===== config.mk =====
export PLATFORM = sky130hd
export DESIGN_NAME = esr_top
export DESIGN_NICKNAME = d
export VERILOG_FILES = /design/src/logic/esr_pkg.sv /design/src/logic/esr_evt_if.sv /design/src/logic/esr_event_reg.sv /design/src/logic/esr_srq.sv /design/src/logic/esr_top.sv
export SDC_FILE = /design/constraint.sdc
export NUM_CORES = 1
export LEC_CHECK = 0
export ABC_AREA = 1
export ABC_CLOCK_PERIOD_IN_PS = 1450
export BUFFER_PORTS_ARGS = -buffer_cell sky130_fd_sc_hd__buf_4
export CELL_PAD_IN_SITES_DETAIL_PLACEMENT = 1
export CELL_PAD_IN_SITES_GLOBAL_PLACEMENT = 1
export CORE_ASPECT_RATIO = 0.75
export CORE_MARGIN = 3
export CORE_UTILIZATION = 42
export DETAILED_ROUTE_END_ITERATION = 10
export GPL_TIMING_DRIVEN = 0
export PLACE_DENSITY_LB_ADDON = 0.1
export SETUP_SLACK_MARGIN = 0.1
export SKIP_LAST_GASP = 1
export SYNTH_ARGS = -nofsm -noshare
export SYNTH_HDL_FRONTEND = slang
export SYNTH_HIERARCHICAL = 1
export SYNTH_SLANG_ARGS = --single-unit

===== constraint.sdc =====
create_clock -name i_sys_clk -period 1.45 [get_ports i_sys_clk]
set_input_delay 0.0725 -clock i_sys_clk [delete_from_list [all_inputs] [get_ports i_sys_clk]]
set_output_delay 0.0725 -clock i_sys_clk [all_outputs]
set_load 0.02 [all_outputs]

===== src/logic/esr_pkg.sv =====
package esr_pkg;

   ////////////////////////////////////////////////////////////////////////////
   // Widths
   localparam int REG_W = 8;
   localparam int CMP_W = 6;

   ////////////////////////////////////////////////////////////////////////////
   // Status byte bit positions
   localparam int STB_MEAS_SUM = 0;
   localparam int STB_CMP_SUM = 1;
   localparam int STB_MAV = 4;
   localparam int STB_STD_SUM = 5;
   localparam int STB_MSS = 6;
   // Bits that take part in the request summary
   localparam logic [7:0] STB_USED = 8'h33;

   ////////////////////////////////////////////////////////////////////////////
   // Standard event flag positions
   localparam int STD_OPC = 0;
   localparam int STD_QRY = 2;
   localparam int STD_INTERNAL = 3;
   localparam int STD_EXEC = 4;
   localparam int STD_CMD = 5;
   localparam int STD_POWER = 7;
   localparam logic [7:0] STD_USED = 8'hBD;
   localparam logic [7:0] STD_RESET = 8'h80;

   ////////////////////////////////////////////////////////////////////////////
   // Measurement event flag positions
   localparam int MEAS_CONV = 0;
   localparam int MEAS_END = 1;
   localparam int MEAS_FAULT = 5;
   localparam logic [7:0] MEAS_USED = 8'h23;

   ////////////////////////////////////////////////////////////////////////////
   // Comparator flags: resistance low/in/high in 0..2, voltage low/in/high in 3..5
   localparam int CMP_LSB = 0;
   localparam logic [7:0] CMP_USED = 8'h3F;

   ////////////////////////////////////////////////////////////////////////////
   // Reset values of masks and the response register
   localparam logic [7:0] MASK_RESET = 8'h00;
   localparam logic [7:0] ZERO_BYTE = 8'h00;

   ////////////////////////////////////////////////////////////////////////////
   // Decoded remote commands
   typedef enum logic [3:0] {
      CMD_NOP = 4'h0,
      CMD_CLS = 4'h1,
      CMD_SRE_WR = 4'h2,
      CMD_SRE_RD = 4'h3,
      CMD_STD_RD = 4'h4,
      CMD_STDM_WR = 4'h5,
      CMD_STDM_RD = 4'h6,
      CMD_MEAS_RD = 4'h7,
      CMD_MEASM_WR = 4'h8,
      CMD_MEASM_RD = 4'h9,
      CMD_CMP_RD = 4'hA,
      CMD_CMPM_WR = 4'hB,
      CMD_CMPM_RD = 4'hC,
      CMD_STB_RD = 4'hD,
      CMD_POLL = 4'hE,
      CMD_OPC = 4'hF
   } esr_cmd_t;

   typedef enum logic [1:0] {
      OPC_IDLE = 2'b00,
      OPC_WAIT = 2'b01
   } esr_opc_st_t;

endpackage


===== src/logic/esr_evt_if.sv =====
`timescale 1ns/1ps
interface esr_evt_if #(parameter int W = 8);
   logic [W-1:0] set;
   logic clr;
   logic mask_wr;
   logic [W-1:0] mask_din;
   logic [W-1:0] flags;
   logic [W-1:0] mask;
   logic summary;

   modport owner (
      input set, clr, mask_wr, mask_din,
      output flags, mask, summary
   );
   modport user (
      output set, clr, mask_wr, mask_din,
      input flags, mask, summary
   );
endinterface


===== src/logic/esr_event_reg.sv =====
`timescale 1ns/1ps
module esr_event_reg #(
   parameter int W = 8,
   parameter logic [W-1:0] USED = '1,
   parameter logic [W-1:0] RESET = '0
) (
   // Clock and reset
   input wire logic i_sys_clk,
   input wire logic i_reset,
   // Flag and mask access
   esr_evt_if.owner evt
);

   logic [W-1:0] flags_ff;
   logic [W-1:0] nxt_flags;
   logic [W-1:0] mask_ff;
   logic [W-1:0] nxt_mask;

   // Clear and set in one cycle: the new event survives
   always_comb begin
      nxt_flags = (evt.clr ? '0 : flags_ff) | (evt.set & USED);
      nxt_mask = evt.mask_wr ? evt.mask_din : mask_ff;
   end

   always_ff @(posedge i_sys_clk or posedge i_reset) begin
      if (i_reset) begin
         flags_ff <= RESET & USED;
         mask_ff <= '0;
      end else begin
         flags_ff <= nxt_flags;
         mask_ff <= nxt_mask;
      end
   end

   assign evt.flags = flags_ff;
   assign evt.mask = mask_ff;
   assign evt.summary = |(flags_ff & mask_ff & USED);
endmodule // esr_event_reg


===== src/logic/esr_srq.sv =====
`timescale 1ns/1ps
module esr_srq (
   // Clock and reset
   input wire logic i_sys_clk,
   input wire logic i_reset,
   // Status byte and mask
   input wire logic [7:0] i_stb_bits,
   input wire logic [7:0] i_sre,
   // Clear strobes
   input wire logic i_poll,
   input wire logic i_cls,
   // Summary outputs
   output logic o_mss,
   output logic o_srq
);

   logic [7:0] enabled;
   logic [7:0] prev_ff;
   logic [7:0] nxt_prev;
   logic srq_ff;
   logic nxt_srq;
   logic rise;

   assign enabled = i_stb_bits & i_sre & esr_pkg::STB_USED;
   assign rise = |(enabled & ~prev_ff);

   // poll clears request; a fresh rise in the same cycle wins
   always_comb begin
      nxt_prev = enabled;
      nxt_srq = rise | (srq_ff & ~(i_poll | i_cls));
   end

   always_ff @(posedge i_sys_clk or posedge i_reset) begin
      if (i_reset) begin
         prev_ff <= esr_pkg::ZERO_BYTE;
         srq_ff <= 1'b0;
      end else begin
         prev_ff <= nxt_prev;
         srq_ff <= nxt_srq;
      end
   end

   // Summary is the live OR so it drops once the sources are cleared
   assign o_mss = |enabled;
   assign o_srq = srq_ff;
endmodule // esr_srq


===== src/logic/esr_top.sv =====
// Operation
// - A service mask bit at one lets its status byte bit into the summary.
// - Enabled standard event flags set status byte bit 5.
// - Standard flags clear at power-up, clear-status, and on their query.
// - Power-up flag, bit 7, sets at power-up and on outage recovery.
// - Command fault sets bit 5 and discards the rest of the message.
// - Execution fault sets bit 4 when a valid command cannot run.
// - Internal fault sets bit 3 on other command failures.
// - Query fault sets bit 2 and clears the output queue.
// - On GP-IB, operation complete sets bit 0 after prior messages finish.
// - Standard event mask bit at one lets its flag into bit 5.
// - Enabled measure flags set status bit 0; comparator flags set bit 1.
// - Both device flag registers clear at power-up, clear-status, own query.
// - Measure flags: fault bit 5, measurement end bit 1, conversion end bit 0.
// - Comparator flags: voltage high/in/low bits 5-3, resistance bits 2-0.
// - Enabled status bit rising sets summary bit 6 and raises a request.
// - Serial poll clears the request; summary clears once its enabled status bits clear.
// - Status bit 4 shows a message waiting in the output queue.
`timescale 1ns/1ps
module esr_top (
   // Clock and reset
   input wire logic i_sys_clk,
   input wire logic i_reset,
   // Decoded command and response
   input wire logic i_cmd_valid,
   input wire esr_pkg::esr_cmd_t i_cmd_code,
   input wire logic [7:0] i_cmd_data,
   output logic o_rsp_valid,
   output logic [7:0] o_rsp_data,
   // Interface mode and progress
   input wire logic i_gpib_mode,
   input wire logic i_ops_idle,
   input wire logic i_power_restore,
   // Command error sources
   input wire logic i_cmd_fault,
   input wire logic i_exec_fault,
   input wire logic i_internal_fault,
   // Output queue state and errors
   input wire logic i_msg_avail,
   input wire logic i_queue_overflow,
   input wire logic i_queue_lost,
   input wire logic i_queue_empty_read,
   // Measurement events
   input wire logic i_meas_fault,
   input wire logic i_meas_end,
   input wire logic i_conv_done,
   input wire logic [5:0] i_cmp_result,
   input wire logic i_cmp_valid,
   // Side effects and request
   output logic o_queue_clear,
   output logic o_discard_msg,
   output logic o_srq
);

   ////////////////////////////////////////////////////////////////////////////
   // Command decode

   logic cmd_cls;
   logic cmd_poll;
   logic query_fault;
   logic [7:0] sre_ff;
   logic [7:0] nxt_sre;
   logic [7:0] stb_bits;
   logic mss;

   esr_evt_if #(.W(esr_pkg::REG_W)) std_if ();
   esr_evt_if #(.W(esr_pkg::REG_W)) meas_if ();
   esr_evt_if #(.W(esr_pkg::REG_W)) cmp_if ();

   assign cmd_cls = i_cmd_valid && (i_cmd_code == esr_pkg::CMD_CLS);
   assign cmd_poll = i_cmd_valid && (i_cmd_code == esr_pkg::CMD_POLL);

   // query fault sources; empty read counts on GP-IB only
   assign query_fault = i_queue_overflow | i_queue_lost | (i_queue_empty_read & i_gpib_mode);

   ////////////////////////////////////////////////////////////////////////////
   // Operation complete tracking

   esr_pkg::esr_opc_st_t opc_st_ff;
   esr_pkg::esr_opc_st_t nxt_opc_st;
   logic opc_set;

   always_comb begin
      nxt_opc_st = opc_st_ff;
      opc_set = 1'b0;
      case (opc_st_ff)
         esr_pkg::OPC_IDLE: begin
            if (i_cmd_valid && (i_cmd_code == esr_pkg::CMD_OPC) && i_gpib_mode) begin
               nxt_opc_st = esr_pkg::OPC_WAIT;
            end
         end
         esr_pkg::OPC_WAIT: begin
            if (i_ops_idle) begin
               opc_set = 1'b1;
               nxt_opc_st = esr_pkg::OPC_IDLE;
            end
         end
         default: begin
            nxt_opc_st = esr_pkg::OPC_IDLE;
         end
      endcase
   end

   always_ff @(posedge i_sys_clk or posedge i_reset) begin
      if (i_reset) begin
         opc_st_ff <= esr_pkg::OPC_IDLE;
      end else begin
         opc_st_ff <= nxt_opc_st;
      end
   end

   ////////////////////////////////////////////////////////////////////////////
   // Event registers

   always_comb begin
      std_if.set = esr_pkg::ZERO_BYTE;
      std_if.set[esr_pkg::STD_POWER] = i_power_restore;
      std_if.set[esr_pkg::STD_CMD] = i_cmd_fault;
      std_if.set[esr_pkg::STD_EXEC] = i_exec_fault;
      std_if.set[esr_pkg::STD_INTERNAL] = i_internal_fault;
      std_if.set[esr_pkg::STD_QRY] = query_fault;
      std_if.set[esr_pkg::STD_OPC] = opc_set;
      std_if.clr = cmd_cls || (i_cmd_valid && (i_cmd_code == esr_pkg::CMD_STD_RD));
      std_if.mask_wr = i_cmd_valid && (i_cmd_code == esr_pkg::CMD_STDM_WR);
      std_if.mask_din = i_cmd_data;

      meas_if.set = esr_pkg::ZERO_BYTE;
      meas_if.set[esr_pkg::MEAS_FAULT] = i_meas_fault;
      meas_if.set[esr_pkg::MEAS_END] = i_meas_end;
      meas_if.set[esr_pkg::MEAS_CONV] = i_conv_done;
      // clear on clear-status or own query
      meas_if.clr = cmd_cls || (i_cmd_valid && (i_cmd_code == esr_pkg::CMD_MEAS_RD));
      meas_if.mask_wr = i_cmd_valid && (i_cmd_code == esr_pkg::CMD_MEASM_WR);
      meas_if.mask_din = i_cmd_data;

      cmp_if.set = esr_pkg::ZERO_BYTE;
      if (i_cmp_valid) begin
         cmp_if.set[esr_pkg::CMP_LSB +: esr_pkg::CMP_W] = i_cmp_result;
      end
      cmp_if.clr = cmd_cls || (i_cmd_valid && (i_cmd_code == esr_pkg::CMD_CMP_RD));
      cmp_if.mask_wr = i_cmd_valid && (i_cmd_code == esr_pkg::CMD_CMPM_WR);
      cmp_if.mask_din = i_cmd_data;
   end

   // standard flags, 8 bits, power-up flag preset
   esr_event_reg #(
      .W(esr_pkg::REG_W),
      .USED(esr_pkg::STD_USED),
      .RESET(esr_pkg::STD_RESET)
   ) u_std (
      .i_sys_clk(i_sys_clk),
      .i_reset(i_reset),
      .evt(std_if.owner)
   );

   // measure flags feed status bit 0
   esr_event_reg #(
      .W(esr_pkg::REG_W),
      .USED(esr_pkg::MEAS_USED),
      .RESET(esr_pkg::ZERO_BYTE)
   ) u_meas (
      .i_sys_clk(i_sys_clk),
      .i_reset(i_reset),
      .evt(meas_if.owner)
   );

   // comparator flags feed status bit 1; upper two bits left unused
   esr_event_reg #(
      .W(esr_pkg::REG_W),
      .USED(esr_pkg::CMP_USED),
      .RESET(esr_pkg::ZERO_BYTE)
   ) u_cmp (
      .i_sys_clk(i_sys_clk),
      .i_reset(i_reset),
      .evt(cmp_if.owner)
   );

   ////////////////////////////////////////////////////////////////////////////
   // Status byte and service request

   always_comb begin
      stb_bits = esr_pkg::ZERO_BYTE;
      stb_bits[esr_pkg::STB_MEAS_SUM] = meas_if.summary;
      stb_bits[esr_pkg::STB_CMP_SUM] = cmp_if.summary;
      stb_bits[esr_pkg::STB_MAV] = i_msg_avail;
      stb_bits[esr_pkg::STB_STD_SUM] = std_if.summary;
   end

   esr_srq u_srq (
      .i_sys_clk(i_sys_clk),
      .i_reset(i_reset),
      .i_stb_bits(stb_bits),
      .i_sre(sre_ff),
      .i_poll(cmd_poll),
      .i_cls(cmd_cls),
      .o_mss(mss),
      .o_srq(o_srq)
   );

   ////////////////////////////////////////////////////////////////////////////
   // Service mask, responses and side-effect pulses

   logic rsp_valid_ff;
   logic nxt_rsp_valid;
   logic [7:0] rsp_data_ff;
   logic [7:0] nxt_rsp_data;
   logic queue_clear_ff;
   logic nxt_queue_clear;
   logic discard_ff;
   logic nxt_discard;

   always_comb begin
      nxt_sre = sre_ff;
      nxt_rsp_valid = 1'b0;
      nxt_rsp_data = rsp_data_ff;
      nxt_queue_clear = query_fault;
      nxt_discard = i_cmd_fault;
      if (i_cmd_valid) begin
         nxt_rsp_valid = 1'b1;
         case (i_cmd_code)
            esr_pkg::CMD_SRE_WR: begin
               nxt_sre = i_cmd_data;
               nxt_rsp_valid = 1'b0;
            end
            esr_pkg::CMD_SRE_RD: nxt_rsp_data = sre_ff;
            esr_pkg::CMD_STD_RD: nxt_rsp_data = std_if.flags;
            esr_pkg::CMD_STDM_RD: nxt_rsp_data = std_if.mask;
            esr_pkg::CMD_MEAS_RD: nxt_rsp_data = meas_if.flags;
            esr_pkg::CMD_MEASM_RD: nxt_rsp_data = meas_if.mask;
            esr_pkg::CMD_CMP_RD: nxt_rsp_data = cmp_if.flags;
            esr_pkg::CMD_CMPM_RD: nxt_rsp_data = cmp_if.mask;
            esr_pkg::CMD_STB_RD: begin
               // query shows summary without clearing it
               nxt_rsp_data = stb_bits;
               nxt_rsp_data[esr_pkg::STB_MSS] = mss;
            end
            esr_pkg::CMD_POLL: begin
               nxt_rsp_data = stb_bits;
               nxt_rsp_data[esr_pkg::STB_MSS] = o_srq;
            end
            default: begin
               nxt_rsp_valid = 1'b0;
            end
         endcase
      end
   end

   always_ff @(posedge i_sys_clk or posedge i_reset) begin
      if (i_reset) begin
         sre_ff <= esr_pkg::MASK_RESET;
         rsp_valid_ff <= 1'b0;
         rsp_data_ff <= esr_pkg::ZERO_BYTE;
         queue_clear_ff <= 1'b0;
         discard_ff <= 1'b0;
      end else begin
         sre_ff <= nxt_sre;
         rsp_valid_ff <= nxt_rsp_valid;
         rsp_data_ff <= nxt_rsp_data;
         queue_clear_ff <= nxt_queue_clear;
         discard_ff <= nxt_discard;
      end
   end

   assign o_rsp_valid = rsp_valid_ff;
   assign o_rsp_data = rsp_data_ff;
   assign o_queue_clear = queue_clear_ff;
   assign o_discard_msg = discard_ff;
endmodule // esr_top


==> Implementation_results.wiki <==
{| class="wikitable"
! Metric !! Value
|-
| CP max stage cell || sky130_fd_sc_hd__dfrtp_1
|-
| CTS tree || yes
|-
| Number of buffer and inverter stages on the critical path || 0
|-
| Post-route clock skew || around 0.010 ns
|-
| Remaining global-route overflow || 0
|-
| Vias in the first global route || approximately 3,400
|-
| Per-cell routed wire length || approximately 17 µm
|-
| Core area || roughly 0.008 mm²
|-
| Setup repair after global routing missed its margin || true
|-
| Start-to-end type of the worst setup path || register to register
|-
| Slew at the pin with the worst max-slew slack || around 0.87 ns
|-
| Core Rows || 28
|-
| R2r startpoint || u_std/evt.flags[0]
|-
| Final number of setup-violating endpoints || 1
|-
| Share of the clock period used by the worst path || 106.0%
|-
| Most frequent cell on the critical path || sky130_fd_sc_hd__nand2_1
|-
| DIE AREA || about 0.0094 mm²
|-
| Min Clock Period, post-route || ~1.5 ns
|-
| Count of fill cells added during filler insertion || around 1,000
|-
| P&R area growth vs syn || 34.86%
|-
| Number of nets in the finished design || 616
|-
| Total via count after detailed routing || around 3,300
|-
| Clock tree root driver cell || sky130_fd_sc_hd__clkbuf_8
|-
| CP startpoint kind || register
|-
| Bufs on Longest Clock Path || 2
|-
| Antenna diodes || 0
|-
| DRC Markers || 0
|-
| Initial antenna violation count || 0
|-
| Maximum number of pins on one net before global-route repair || 21
|-
| Run status || finished with violations
|-
| Num CTS Buffers || 9
|-
| Final setup margin || -0.08694 ns
|-
| Drt first-iter violations || roughly 190
|-
| Critical path required time || between 1.5 and 2 ns
|-
| Clock sink count || 64
|-
| Syn Area/Cell || around 7.3 µm²
|-
| Maximum fanout along the worst path || 2
|-
| Proportion of layout cells with a drive suffix above 1 || 24.74%
|-
| Met3 capacity usage during global routing || about 5.8%
|-
| Tightest slew margin relative to the limit || between 40 and 50%
|-
| Die width || 110.9 µm
|-
| Initial core utilization || roughly 44%
|-
| Yosys Warn Count || 6
|-
| Power density relative to cell area || about 1200 mW/mm²
|-
| Number of I/O pins || 47
|-
| Maximum Capacitance Violations || 0
|-
| Number of max-slew violations in the final report || 0
|-
| GRT met1 Usage || between 30% and 40%
|-
| Busiest metal layer after global routing || met2
|-
| Endpoint arrival time on the critical path || between 1.5 and 2 ns
|-
| Routed wire length || 11.52 mm
|-
| Overall die height || 84.69 µm
|-
| Met2 GRT Util || between 40% and 50%
|-
| Clock slew seen by the registers of the worst setup and hold paths || 0.07 ns
|-
| Hold WC Path Type || primary input to register
|-
| Number of H-tree levels || 3
|-
| Routability cong. || 0.9059
|-
| Initial DRT Pass Iterations || 4
|-
| Slowest cell delay on critical path || approximately 0.40 ns
|-
| Post-DP HPWL || roughly 7.8 mm
|-
| Static Leakage || between 2 and 3 nW
|-
| WHS || 0.01155 ns
|-
| Highest achievable clock rate || roughly 0.65 GHz
|-
| Via count normalized by instance count || about 4.8
|-
| Clock network latency to the later pin of the worst-skew pair || 0.35 ns
|-
| Critical path endpoint category || register
|-
| Source of the critical timing path || u_std/evt.flags[0]
|-
| Number of input and output port buffers inserted || 45
|-
| Critical path, cell by cell || nand2_1 -> nand2_2 -> nor2_4 -> nand2_4 -> nand2_2 -> nand4_1 -> nand2_1 -> nand2_1 -> nor2_1 -> nand3_1 -> nand2_1 -> nand2_1
|-
| Violated checks || setup timing
|-
| All-Layer GR Usage || about a quarter
|-
| Worst Min Path Start || i_cmd_data[4]
|-
| Synthesized netlist cell count || 473
|-
| Sum of internal, switching and leakage power || 0.005491 W
|-
| Remaining antenna violation count || 0
|-
| Top delay family on crit path || simple AND/OR/NAND/NOR gates
|-
| Wire length of the first global-routing pass || between 15 and 20 mm
|-
| Final Hold Viols || 0
|-
| Max VDD drop || roughly 0.69 mV
|-
| Netlist area before placement || between 0.003 and 0.004 mm²
|}
==> sequential cells by signal (all words and copies together), names as in the netlist <==
register,flops
u_cmp/evt.mask,8
opc_st_ff,1
o_queue_clear,1
sre_ff,8
o_rsp_valid,1
o_discard_msg,1
u_meas/evt.mask,8
u_srq/prev_ff,4
u_srq/o_srq,1
u_std/evt.flags,6
u_std/evt.mask,8
o_rsp_data,8
u_cmp/evt.flags,6
u_meas/evt.flags,3
==> metrics by stage <==
stage / instance area, µm² / setup WS (ns) / instances / TNS, ns / util [%]
floorplan: 3490 / 0.1666 / 479 / 0 / -
global placement: 3959 / -0.1146 / 629 / -1.685 / 49.78
detailed placement: 3959 / -0.1572 / 629 / -1.935 / 49.78
CTS: 4533 / -0.01256 / 683 / -0.01256 / 57.00
global route: 4676 / -0.2299 / 691 / -0.4355 / 58.79
finish: 4676 / -0.08694 / 691 / -0.08694 / 58.79
==> worst reg2reg max path, delay by kind of cell (launching register included) <==
| family | cells | cell delay, ns |
|---|---|---|
| DFF | 1 | 0.40 |
| and+or+nand+nor | 12 | 1.03 |
==> per-layer routing <==
layer / part of all wire, % / vias to the layer above
li1: - / 1628
met1: 46 / 1611
met2: 48 / 59
met3: 5.2 / 9
met4: 0.80 / 0
met5: 0 / -
==> cell type report <==
type	instances	area [µm²]	area share, %
multi-input cells	327	1584	33.88
repair buffers	91	752.0	16.08
well taps	105	131.4	2.810
clock buffers	14	172.7	3.693
plain buffers	14	117.6	2.515
clock inverters	2	37.54	0.8028
inverters	74	277.8	5.941
flip-flops and latches	64	1603	34.28
==> timing repair <==
item / CTS / global route
buffers inserted: 16 / 7
setup endpoints to repair: 4 / 10
hold buffers: 22 / 2
pin swaps: 16 / 17
gates resized for setup: 8 / 23
endpoints found under the hold margin: 89 / 1
==> power breakdown <==
group | total [W] | switching (W) | internal [W]
Clock | 0.00163 | 0.000691 | 0.000937
Sequential | 0.00237 | 0.000234 | 0.00214
Combinational | 0.00149 | 0.000823 | 0.000668
Total | 0.00549 | 0.00175 | 0.00374
==> final timing paths <==
| check | endpoint | slack, ns | depth (start not counted) |
|---|---|---|---|
| max | o_rsp_data[6] | -0.09 | 12 |
| min | u_std/evt.mask[4] | 0.01 | 3 |
| max reg2reg | o_rsp_data[6] | -0.09 | 12 |
| min reg2reg | u_std/evt.flags[7] | 0.48 | 2 |
| max in group asynchronous | o_discard_msg | 0.52 | 3 |
| min in group asynchronous | u_srq/prev_ff[4] | 0.23 | 3 |
==> layout by cell type (no fill, tap or decap), types with 3 or more instances in the layout <==
| master | instances |
|---|---|
| sky130_fd_sc_hd__o21ai_0 | 26 |
| sky130_fd_sc_hd__inv_1 | 70 |
| sky130_fd_sc_hd__nand2_4 | 3 |
| sky130_fd_sc_hd__nor3_1 | 9 |
| sky130_fd_sc_hd__mux2_2 | 8 |
| sky130_fd_sc_hd__o21bai_1 | 15 |
| sky130_fd_sc_hd__buf_4 | 74 |
| sky130_fd_sc_hd__conb_1 | 9 |
| sky130_fd_sc_hd__nand2_1 | 171 |
| sky130_fd_sc_hd__buf_6 | 7 |
| sky130_fd_sc_hd__nor2_1 | 35 |
| sky130_fd_sc_hd__clkbuf_8 | 12 |
| sky130_fd_sc_hd__nand3_1 | 15 |
| sky130_fd_sc_hd__inv_2 | 4 |
| sky130_fd_sc_hd__nor2_2 | 8 |
| sky130_fd_sc_hd__dlygate4sd3_1 | 23 |
| sky130_fd_sc_hd__dfrtp_1 | 63 |
| sky130_fd_sc_hd__nand2_2 | 16 |
No activity file was read; power rests on OpenSTA's default activity.
